## config.mk

```make
export PLATFORM = sky130hd
export DESIGN_NAME = pgd_device_flat
export DESIGN_NICKNAME = d
export VERILOG_FILES = /design/src/hdl/pgd_pkg.sv /design/src/hdl/pgd_if.sv /design/src/hdl/pgd_device.sv /design/src/flat_wrapper.sv
export VERILOG_INCLUDE_DIRS = /design/src /design/src/hdl
export SDC_FILE = /design/constraint.sdc
export NUM_CORES = 1
export LEC_CHECK = 0
export ABC_AREA = 0
export BUFFER_PORTS_ARGS = -buffer_cell sky130_fd_sc_hd__buf_2
export CORE_ASPECT_RATIO = 1.25
export CORE_MARGIN = 3
export CORE_UTILIZATION = 60
export DETAILED_ROUTE_END_ITERATION = 7
export PLACE_DENSITY_LB_ADDON = 0.1
export SLEW_MARGIN = 25
export SYNTH_ARGS = -nofsm -noshare
export SYNTH_HDL_FRONTEND = slang
export SYNTH_SLANG_ARGS = --single-unit
```

## constraint.sdc

```tcl
create_clock -name I_CORE_CLK -period 12.1 [get_ports I_CORE_CLK]
set_input_delay 2.42 -clock I_CORE_CLK [delete_from_list [all_inputs] [get_ports I_CORE_CLK]]
set_output_delay 2.42 -clock I_CORE_CLK [all_outputs]
set_load 0.005 [all_outputs]
```

## src/hdl/pgd_consts.svh

```systemverilog
`ifndef PGD_CONSTS_SVH
`define PGD_CONSTS_SVH

`define PGD_SR_W 32
`define PGD_VERIFY_BITS 48
`define PGD_RESYNC_BITS 48
`define PGD_RESYNC_ERRS 6
`define PGD_QUASI_RANDOM_MODE_ZEROS 14
`define PGD_CNT_W 6
`define PGD_ERR_CNT_W 32

`define PGD_RB_RX_BITS 2'h0
`define PGD_RB_ERR_CNT 2'h1
`define PGD_RB_GEN_REG 2'h2

`define PGD_SEED 32'hffffffff
`define PGD_TAP_PRBS31 5'h02
`define PGD_LEN_PRBS31 5'h1e
`define PGD_TAP_PRBS15 5'h0d
`define PGD_LEN_PRBS15 5'h0e
`define PGD_TAP_PRBS23 5'h11
`define PGD_LEN_PRBS23 5'h16
`define PGD_TAP_QUASI_RANDOM_MODE 5'h10
`define PGD_LEN_QUASI_RANDOM_MODE 5'h13
`define PGD_TAP_REP 5'h00
`define PGD_LEN_ONE_IN_8 5'h07
`define PGD_IR_ONE_IN_8 32'hffffff01
`define PGD_LEN_ALL_ZERO 5'h00
`define PGD_IR_ALL_ZERO 32'hfffffffe
`define PGD_LEN_ALL_ONE 5'h00

`endif

```

## src/hdl/pgd_pkg.sv

```systemverilog
package pgd_pkg;

  typedef enum logic [1:0] {
    PGD_ST_LOAD,
    PGD_ST_VERIFY,
    PGD_ST_SYNC
  } pgd_det_st_e;

  typedef enum logic [2:0] {
    PGD_PAT_PRBS31,
    PGD_PAT_PRBS15,
    PGD_PAT_PRBS23,
    PGD_PAT_QUASI_RANDOM_MODE,
    PGD_PAT_ONE_IN_8,
    PGD_PAT_ALL_ZERO,
    PGD_PAT_ALL_ONE,
    PGD_PAT_REP_N
  } pgd_pat_e;

endpackage

```

## src/hdl/pgd_if.sv

```systemverilog
`timescale 1ns/100ps
`default_nettype none

interface pgd_if;
  logic pattern_select;
  logic [4:0] pattern_length;
  logic [4:0] pattern_tap;
  logic tx_invert;
  logic rx_invert;
  logic quasi_random_mode;
  logic [31:0] insertion_bytes;
  logic insertion_load;
  logic [1:0] detector_readback_select;
  logic update_strobe;
  logic plcp_enable;
  logic tx_strobe;
  logic tx_plcp_slot;
  logic tx_frame_slot;
  logic tx_cell_slot;
  logic tx_bit_in;
  logic tx_bit_out;
  logic tx_out_valid;
  logic rx_strobe;
  logic rx_plcp_slot;
  logic rx_frame_slot;
  logic rx_cell_slot;
  logic rx_bit;
  logic det_sync;
  logic [31:0] readback;

  modport device (
    input pattern_select, pattern_length, pattern_tap, tx_invert, rx_invert,
    input quasi_random_mode, insertion_bytes, insertion_load,
    input detector_readback_select, update_strobe, plcp_enable,
    input tx_strobe, tx_plcp_slot, tx_frame_slot, tx_cell_slot, tx_bit_in,
    input rx_strobe, rx_plcp_slot, rx_frame_slot, rx_cell_slot, rx_bit,
    output tx_bit_out, tx_out_valid, det_sync, readback
  );

  modport host (
    output pattern_select, pattern_length, pattern_tap, tx_invert, rx_invert,
    output quasi_random_mode, insertion_bytes, insertion_load,
    output detector_readback_select, update_strobe, plcp_enable,
    output tx_strobe, tx_plcp_slot, tx_frame_slot, tx_cell_slot, tx_bit_in,
    output rx_strobe, rx_plcp_slot, rx_frame_slot, rx_cell_slot, rx_bit,
    input tx_bit_out, tx_out_valid, det_sync, readback
  );
endinterface

`default_nettype wire

```

## src/hdl/pgd_device.sv

```systemverilog
`timescale 1ns/100ps
`default_nettype none
`include "pgd_consts.svh"

// Notes on behaviour
// - Pattern in PLCP or frame payload, never cells
// - Generator is 32-bit shift register plus XOR
// - PRBS mode: length and tap pick XOR inputs
// - Repetitive mode recirculates over programmed length
// - Software sets select high, length N-1
// - Repetitive pattern streams continuously, phase unaligned
// - Capture N bits, verify 48, else restart
// - After lock count errors, resync like PRBS
// - Detector locks any repetition, ignores insertion
// - Update with select 00 returns last 32
// - Configurable for standard PRBS and repetitive patterns
// - 2^31-1 uses tap 02, length 1E
// - 1-in-8 uses length 07, byte 01
// - PRBS seed all FF; zeros use FE
// - Separate tx and rx inversion controls
// - QUASI_RANDOM_MODE uses tap 10, length 13, mode bit

module pgd_device
  import pgd_pkg::*;
(
  input wire logic I_CORE_CLK,
  input wire logic I_SRST,
  pgd_if.device LNK,
  output logic O_SYNC,
  output logic O_BIT_ERR
);

  // One function serves generator and detector so both predict alike
  function automatic logic pgd_fb(
    input logic [31:0] r,
    input logic [4:0] len,
    input logic [4:0] tap,
    input logic ps
  );
    pgd_fb = ps ? r[len] : (r[len] ^ r[tap]);
  endfunction

  function automatic logic pgd_in_payload(
    input logic plcp_en,
    input logic plcp_slot,
    input logic frame_slot,
    input logic cell_slot
  );
    logic sel;
    sel = plcp_en ? plcp_slot : frame_slot;
    pgd_in_payload = sel && !cell_slot;
  endfunction

  logic [31:0] gen_r;
  logic [4:0] zero_run_r;
  logic tx_bit_r;
  logic tx_valid_r;
  logic tx_slot;
  logic tx_new;
  logic tx_pat;

  logic [31:0] det_r;
  logic [31:0] hist_r;
  pgd_det_st_e st_r;
  logic [5:0] cnt_r;
  logic [2:0] win_err_r;
  logic [31:0] err_cnt_r;
  logic [31:0] rb_r;
  logic err_r;
  logic sync_r;
  logic rx_slot;
  logic rx_b;
  logic rx_pred;
  logic rx_miss;
  logic err_now;

  // Transmit side
  assign tx_slot = LNK.tx_strobe && pgd_in_payload(LNK.plcp_enable,
    LNK.tx_plcp_slot, LNK.tx_frame_slot, LNK.tx_cell_slot);

  assign tx_new = pgd_fb(gen_r, LNK.pattern_length, LNK.pattern_tap,
    LNK.pattern_select);

  // QUASI_RANDOM_MODE caps zero runs so a line coder never sees long silence
  always_comb begin
    if (LNK.quasi_random_mode &&
        zero_run_r == 5'(`PGD_QUASI_RANDOM_MODE_ZEROS)) begin
      tx_pat = 1'b1;
    end else begin
      tx_pat = tx_new ^ LNK.tx_invert;
    end
  end

  always_ff @(posedge I_CORE_CLK) begin
    if (I_SRST) begin
      gen_r <= `PGD_SEED;
    end else if (LNK.insertion_load) begin
      gen_r <= LNK.insertion_bytes;
    end else if (tx_slot) begin
      gen_r <= {gen_r[30:0], tx_new};
    end
  end

  always_ff @(posedge I_CORE_CLK) begin
    if (I_SRST) begin
      zero_run_r <= 5'h00;
    end else if (tx_slot) begin
      if (tx_pat) begin
        zero_run_r <= 5'h00;
      end else begin
        zero_run_r <= zero_run_r + 5'h01;
      end
    end
  end

  always_ff @(posedge I_CORE_CLK) begin
    if (I_SRST) begin
      tx_bit_r <= 1'b0;
      tx_valid_r <= 1'b0;
    end else begin
      tx_valid_r <= LNK.tx_strobe;
      if (LNK.tx_strobe) begin
        tx_bit_r <= tx_slot ? tx_pat : LNK.tx_bit_in;
      end
    end
  end

  assign LNK.tx_bit_out = tx_bit_r;
  assign LNK.tx_out_valid = tx_valid_r;

  // Receive side
  assign rx_slot = LNK.rx_strobe && pgd_in_payload(LNK.plcp_enable,
    LNK.rx_plcp_slot, LNK.rx_frame_slot, LNK.rx_cell_slot);

  assign rx_b = LNK.rx_bit ^ LNK.rx_invert;
  assign rx_pred = pgd_fb(det_r, LNK.pattern_length, LNK.pattern_tap,
    LNK.pattern_select);
  assign rx_miss = rx_b != rx_pred;
  assign err_now = rx_slot && st_r == PGD_ST_SYNC && rx_miss;

  // Hunting loads from the line; once locked it flywheels on prediction
  always_ff @(posedge I_CORE_CLK) begin
    if (I_SRST) begin
      det_r <= 32'h00000000;
    end else if (rx_slot) begin
      if (st_r == PGD_ST_SYNC) begin
        det_r <= {det_r[30:0], rx_pred};
      end else begin
        det_r <= {det_r[30:0], rx_b};
      end
    end
  end

  always_ff @(posedge I_CORE_CLK) begin
    if (I_SRST) begin
      hist_r <= 32'h00000000;
    end else if (rx_slot) begin
      hist_r <= {hist_r[30:0], LNK.rx_bit};
    end
  end

  always_ff @(posedge I_CORE_CLK) begin
    if (I_SRST) begin
      st_r <= PGD_ST_LOAD;
      cnt_r <= 6'h00;
      win_err_r <= 3'h0;
    end else if (rx_slot) begin
      case (st_r)
        PGD_ST_LOAD: begin
          if (cnt_r == {1'b0, LNK.pattern_length}) begin
            st_r <= PGD_ST_VERIFY;
            cnt_r <= 6'h00;
          end else begin
            cnt_r <= cnt_r + 6'h01;
          end
        end
        PGD_ST_VERIFY: begin
          if (rx_miss) begin
            st_r <= PGD_ST_LOAD;
            cnt_r <= 6'h00;
          end else if (cnt_r == 6'(`PGD_VERIFY_BITS - 1)) begin
            st_r <= PGD_ST_SYNC;
            cnt_r <= 6'h00;
            win_err_r <= 3'h0;
          end else begin
            cnt_r <= cnt_r + 6'h01;
          end
        end
        PGD_ST_SYNC: begin
          if (rx_miss &&
              win_err_r == 3'(`PGD_RESYNC_ERRS - 1)) begin
            st_r <= PGD_ST_LOAD;
            cnt_r <= 6'h00;
            win_err_r <= 3'h0;
          end else if (cnt_r == 6'(`PGD_RESYNC_BITS - 1)) begin
            cnt_r <= 6'h00;
            win_err_r <= 3'h0;
          end else begin
            cnt_r <= cnt_r + 6'h01;
            win_err_r <= win_err_r + {2'b00, rx_miss};
          end
        end
        default: begin
          st_r <= PGD_ST_LOAD;
          cnt_r <= 6'h00;
          win_err_r <= 3'h0;
        end
      endcase
    end
  end

  // Counter clears on each update; an error in that same cycle survives
  always_ff @(posedge I_CORE_CLK) begin
    if (I_SRST) begin
      err_cnt_r <= 32'h00000000;
    end else if (LNK.update_strobe) begin
      err_cnt_r <= {31'h00000000, err_now};
    end else if (err_now && err_cnt_r != 32'hffffffff) begin
      err_cnt_r <= err_cnt_r + 32'h00000001;
    end
  end

  always_ff @(posedge I_CORE_CLK) begin
    if (I_SRST) begin
      rb_r <= 32'h00000000;
    end else if (LNK.update_strobe) begin
      case (LNK.detector_readback_select)
        `PGD_RB_RX_BITS: rb_r <= hist_r;
        `PGD_RB_ERR_CNT: rb_r <= err_cnt_r;
        `PGD_RB_GEN_REG: rb_r <= gen_r;
        default: rb_r <= 32'h00000000;
      endcase
    end
  end

  always_ff @(posedge I_CORE_CLK) begin
    if (I_SRST) begin
      err_r <= 1'b0;
      sync_r <= 1'b0;
    end else begin
      err_r <= err_now;
      sync_r <= st_r == PGD_ST_SYNC;
    end
  end

  assign LNK.readback = rb_r;
  assign LNK.det_sync = sync_r;
  assign O_SYNC = sync_r;
  assign O_BIT_ERR = err_r;

endmodule

`default_nettype wire

```

## src/flat_wrapper.sv

```systemverilog
// flat-port wrapper written by rule: the top's interface ports become plain ports
module pgd_device_flat import pgd_pkg::*;
  (I_CORE_CLK, I_SRST, O_SYNC, O_BIT_ERR, LNK_pattern_select, LNK_pattern_length, LNK_pattern_tap, LNK_tx_invert, LNK_rx_invert, LNK_quasi_random_mode, LNK_insertion_bytes, LNK_insertion_load, LNK_detector_readback_select, LNK_update_strobe, LNK_plcp_enable, LNK_tx_strobe, LNK_tx_plcp_slot, LNK_tx_frame_slot, LNK_tx_cell_slot, LNK_tx_bit_in, LNK_rx_strobe, LNK_rx_plcp_slot, LNK_rx_frame_slot, LNK_rx_cell_slot, LNK_rx_bit, LNK_tx_bit_out, LNK_tx_out_valid, LNK_det_sync, LNK_readback);
  pgd_if LNK_i ();
  input wire logic I_CORE_CLK;
  input wire logic I_SRST;
  output logic O_SYNC;
  output logic O_BIT_ERR;
  input wire logic [$bits(LNK_i.pattern_select)-1:0] LNK_pattern_select;
  input wire logic [$bits(LNK_i.pattern_length)-1:0] LNK_pattern_length;
  input wire logic [$bits(LNK_i.pattern_tap)-1:0] LNK_pattern_tap;
  input wire logic [$bits(LNK_i.tx_invert)-1:0] LNK_tx_invert;
  input wire logic [$bits(LNK_i.rx_invert)-1:0] LNK_rx_invert;
  input wire logic [$bits(LNK_i.quasi_random_mode)-1:0] LNK_quasi_random_mode;
  input wire logic [$bits(LNK_i.insertion_bytes)-1:0] LNK_insertion_bytes;
  input wire logic [$bits(LNK_i.insertion_load)-1:0] LNK_insertion_load;
  input wire logic [$bits(LNK_i.detector_readback_select)-1:0] LNK_detector_readback_select;
  input wire logic [$bits(LNK_i.update_strobe)-1:0] LNK_update_strobe;
  input wire logic [$bits(LNK_i.plcp_enable)-1:0] LNK_plcp_enable;
  input wire logic [$bits(LNK_i.tx_strobe)-1:0] LNK_tx_strobe;
  input wire logic [$bits(LNK_i.tx_plcp_slot)-1:0] LNK_tx_plcp_slot;
  input wire logic [$bits(LNK_i.tx_frame_slot)-1:0] LNK_tx_frame_slot;
  input wire logic [$bits(LNK_i.tx_cell_slot)-1:0] LNK_tx_cell_slot;
  input wire logic [$bits(LNK_i.tx_bit_in)-1:0] LNK_tx_bit_in;
  input wire logic [$bits(LNK_i.rx_strobe)-1:0] LNK_rx_strobe;
  input wire logic [$bits(LNK_i.rx_plcp_slot)-1:0] LNK_rx_plcp_slot;
  input wire logic [$bits(LNK_i.rx_frame_slot)-1:0] LNK_rx_frame_slot;
  input wire logic [$bits(LNK_i.rx_cell_slot)-1:0] LNK_rx_cell_slot;
  input wire logic [$bits(LNK_i.rx_bit)-1:0] LNK_rx_bit;
  output wire logic [$bits(LNK_i.tx_bit_out)-1:0] LNK_tx_bit_out;
  output wire logic [$bits(LNK_i.tx_out_valid)-1:0] LNK_tx_out_valid;
  output wire logic [$bits(LNK_i.det_sync)-1:0] LNK_det_sync;
  output wire logic [$bits(LNK_i.readback)-1:0] LNK_readback;
  assign LNK_i.pattern_select = LNK_pattern_select;
  assign LNK_i.pattern_length = LNK_pattern_length;
  assign LNK_i.pattern_tap = LNK_pattern_tap;
  assign LNK_i.tx_invert = LNK_tx_invert;
  assign LNK_i.rx_invert = LNK_rx_invert;
  assign LNK_i.quasi_random_mode = LNK_quasi_random_mode;
  assign LNK_i.insertion_bytes = LNK_insertion_bytes;
  assign LNK_i.insertion_load = LNK_insertion_load;
  assign LNK_i.detector_readback_select = LNK_detector_readback_select;
  assign LNK_i.update_strobe = LNK_update_strobe;
  assign LNK_i.plcp_enable = LNK_plcp_enable;
  assign LNK_i.tx_strobe = LNK_tx_strobe;
  assign LNK_i.tx_plcp_slot = LNK_tx_plcp_slot;
  assign LNK_i.tx_frame_slot = LNK_tx_frame_slot;
  assign LNK_i.tx_cell_slot = LNK_tx_cell_slot;
  assign LNK_i.tx_bit_in = LNK_tx_bit_in;
  assign LNK_i.rx_strobe = LNK_rx_strobe;
  assign LNK_i.rx_plcp_slot = LNK_rx_plcp_slot;
  assign LNK_i.rx_frame_slot = LNK_rx_frame_slot;
  assign LNK_i.rx_cell_slot = LNK_rx_cell_slot;
  assign LNK_i.rx_bit = LNK_rx_bit;
  assign LNK_tx_bit_out = LNK_i.tx_bit_out;
  assign LNK_tx_out_valid = LNK_i.tx_out_valid;
  assign LNK_det_sync = LNK_i.det_sync;
  assign LNK_readback = LNK_i.readback;
  pgd_device u_core (.I_CORE_CLK(I_CORE_CLK), .I_SRST(I_SRST), .LNK(LNK_i), .O_SYNC(O_SYNC), .O_BIT_ERR(O_BIT_ERR));
endmodule
```

==> flow_metrics.py <==
metrics = {
    "yosys": {
        "ys_seq_elements": 180,
        "syn_nets": 1125,
        "synth_edf_count": 0,
        "ys_seq_area_frac": 0.402,
        "netlist_area_mm2": 0.00897,
        "yosys.area.top_type_share": 0.402,
        "ys_types": 54,
        "ys.flop_type": "dfxtp_1",
        "yosysWarnings": 0,
        "async_reset_ff_frac": 0,
        "avgSynthCellArea_um2": 8.49,
        "synth_area_leaders": "dfxtp_1, mux2i_1, nand2_1",
        "syn_inst": 1056,
        "synth_area_leader_cell": "dfxtp_1",
    },
    "drt": {
        "wl_per_cell_um": 17.4,
        "drt_iter0_drc": 760,
        "wl_met3_um": 1230,
        "m1WireLength_um": 9610,
        "vias": 7853,
        "via_per_inst": 6.04,
        "met2_length_um": 11300,
        "drc": 0,
        "top_layer": "met4",
        "antenna_left": 0,
        "routed_wl_um": 22600,
        "first_pass_iters": 6,
    },
    "cells_and_area": {
        "instances_no_fill": 1300,
        "syn2layout_area_growth_pct": 12.6,
        "final_nets": 1178,
        "diodes": 0,
        "drive_above_1_share": 0.159,
    },
    "timing": {
        "worstMarginPinSlew_ns": 1.09,
        "slew-limit-headroom": 0.276,
        "setup_viol": 0,
        "fin_worst_skew_ns": 0.00778,
        "fin_ws_ns": 6.43,
        "rsz0062_at_grt": "false",
        "post-route-period-util": 0.469,
        "setup_tns_ns": 0,
        "hold_viol_final": 0,
        "slew_violations": 0,
        "layout_min_cycle_time_ns": 5.67,
        "fmax_mhz": 176,
    },
    "worst_setup_path": {
        "worst_ep_arrival_time_ns": 6.01,
        "critPathMaxFanout": 19,
        "path_class": "in2reg",
        "cp-end-kind": "flop",
        "required_ns": 12.44,
        "critical_path.startpoint_type": "input pin",
    },
    "die": {
        "die-area_mm2": 0.0165,
        "row_count": 49,
        "die_x_um": 115,
        "die_h_um": 143,
        "io_pins": 100,
        "core_mm2": 0.0145,
        "start_util": 0.617,
    },
    "clock_network": {
        "cts-root-buf": "clkbuf_16",
        "clkTransAtPathRegs_ns": 0.07,
        "cts_buffer_depth": 2,
        "cts_buffers": 17,
        "postCtsSetupBuffers": 0,
        "worstSkewPairLatency_ns": 0.43,
        "htree_num_levels": 4,
        "cts_resized": 0,
        "hold_buffers": 0,
        "cts_tree": "yes",
        "cts_sinks": 180,
    },
    "status": {
        "outcome": "finished clean",
    },
    "global_route": {
        "gr-total-overflow": 0,
        "grt_pass1_wl_um": 36400,
        "grt_usage": 0.278,
        "grt_pass1_vias": 7264,
        "grt_max_degree": 83,
        "antenna_found_initial": 0,
    },
    "place": {
        "place.gp.congestion": 0.856,
        "place_hpwl_um": 15300,
        "preCtsSetupSlack_ns": 5.97,
        "port_buffers": 99,
        "place_inst": 1268,
    },
    "power_and_ir_drop": {
        "p_sw_frac": 0.242,
        "max-vdd-ir-drop_v": 0.0000799,
        "power_frac_clock": 0.438,
        "p_int_w": 0.00102,
        "leakagePower_nw": 3.98,
        "power.switching_w": 0.000324,
        "pwr-share-seq": 0.461,
        "combPwrFrac": 0.100,
        "fin_total_pwr_w": 0.00134,
        "p_per_area_mw_per_mm2": 133,
    },
    "hold_path": {
        "hold_path_class": "reg2reg",
    },
    "job": {
        "maxCapViolCount": 0,
    },
}
layout by cell type, fill, tap and decap left out, types with 4 or more instances in the layout:
cell | Yosys | routed
nor2b_1 | 5 | 4
dfxtp_1 | 180 | 180
a22o_1 | 32 | 32
nand4_1 | 19 | 19
xor2_1 | 23 | 23
buf_4 | 2 | 9
nor2_1 | 128 | 127
buf_2 | 5 | 99
xnor2_1 | 10 | 10
clkbuf_8 | 0 | 6
mux4_1 | 4 | 4
inv_1 | 9 | 9
a22oi_1 | 4 | 4
ha_1 | 6 | 6
a21oi_1 | 85 | 85
nand2_1 | 220 | 220
nand3_1 | 13 | 13
and4_1 | 4 | 4
or3_1 | 15 | 15
o21ai_0 | 47 | 47
mux2i_1 | 86 | 86
a211oi_1 | 5 | 4
and3_1 | 10 | 10
mux4_2 | 25 | 25
clkbuf_16 | 0 | 17
nor3_1 | 12 | 12
worst max-delay path: stages:
cell and delay (ns):
buf_2 0.38, mux4_2 0.55, mux4_2 0.47, nor2_1 0.19, a2111oi_4 0.06, xnor3_2 0.52, or4_1 0.82, or3_1 0.44
a21oi_1 0.14
registers in the layout, indices dropped and copies added (netlist names), 2 cells and up:
register / count
u_core.zero_run_r: 5
u_core.hist_r: 32
u_core.gen_r: 32
u_core.win_err_r: 3
u_core.LNK.readback: 32
u_core.st_r: 2
u_core.err_cnt_r: 32
u_core.det_r: 32
u_core.cnt_r: 6
routing by layer:
layer  vias to the layer above  global-route usage
li1                       3774                   -
met1                      3792               0.358
met2                       249               0.466
met3                        38              0.0538
met4                         0              0.0946
met5                         -                   0
final timing paths:
path	from	end	slack [ns]	depth (start not counted)
setup / recovery	LNK_pattern_tap[0]	u_core.err_cnt_r[25]	6.43	9
hold / removal	u_core.hist_r[31]	u_core.hist_r[31]	0.46	2
setup reg to reg	u_core.det_r[2]	u_core.err_cnt_r[25]	8.55	8
hold reg to reg	u_core.hist_r[31]	u_core.hist_r[31]	0.46	2
synthesized netlist by cell type, drive strengths merged, types with 6 or more instances:
master and count:
inv 10, dfxtp 180, xnor2 10, xor2 23, clkbuf 55, a21oi 85, mux2i 86, nand3 13
nand4 19, nor2 128, a22o 32, nand2 220, buf 19, ha 6, mux4 29, and3 11
nor3 12, o21ai 47, or3 15
power groups by stage:
stage / combinational [W] / sequential, W / clock [W]
final: 0.000135 / 0.000619 / 0.000587
after global routing: 0.000147 / 0.000620 / 0.000617
after CTS: 0.000134 / 0.000618 / 0.000592
after detailed placement: 0.000133 / 0.000632 / 0
after global placement: 0.000132 / 0.000631 / 0
after floorplan: 0.0000933 / 0.000626 / 0
logic make-up (layout without fill, tap and decap cells):
kind of cell	count (synthesis)	count (layout)	share of synthesized area
fa+ha+maj	6	6	0.00837
simple gates	446	446	0.214
mux	117	117	0.173
xor+xnor	34	34	0.0349
flops	180	180	0.402
buf+inv	85	151	0.0389
compound gates	188	188	0.129
layout make-up:
type                            instances  area [um^2]
Clock buffer                           25          515
Sequential cell                       180         3600
Tap cell                              178          223
Fill cell                            1180         4430
Inverter                               11         41.3
Clock inverter                          7          116
Timing Repair Buffer                  108          563
Multi-Input combinational cell        791         5040
stage by stage:
stage / hold slack, ns / cell area [um^2] / utilization
floorplan: 0.436 / 8970 / -
global placement: 0.442 / 9470 / 0.652
detailed placement: 0.452 / 9470 / 0.652
CTS: 0.461 / 10100 / 0.695
global route: 0.488 / 10100 / 0.695
finish: 0.462 / 10100 / 0.695
(Power assumes the default switching activity.)
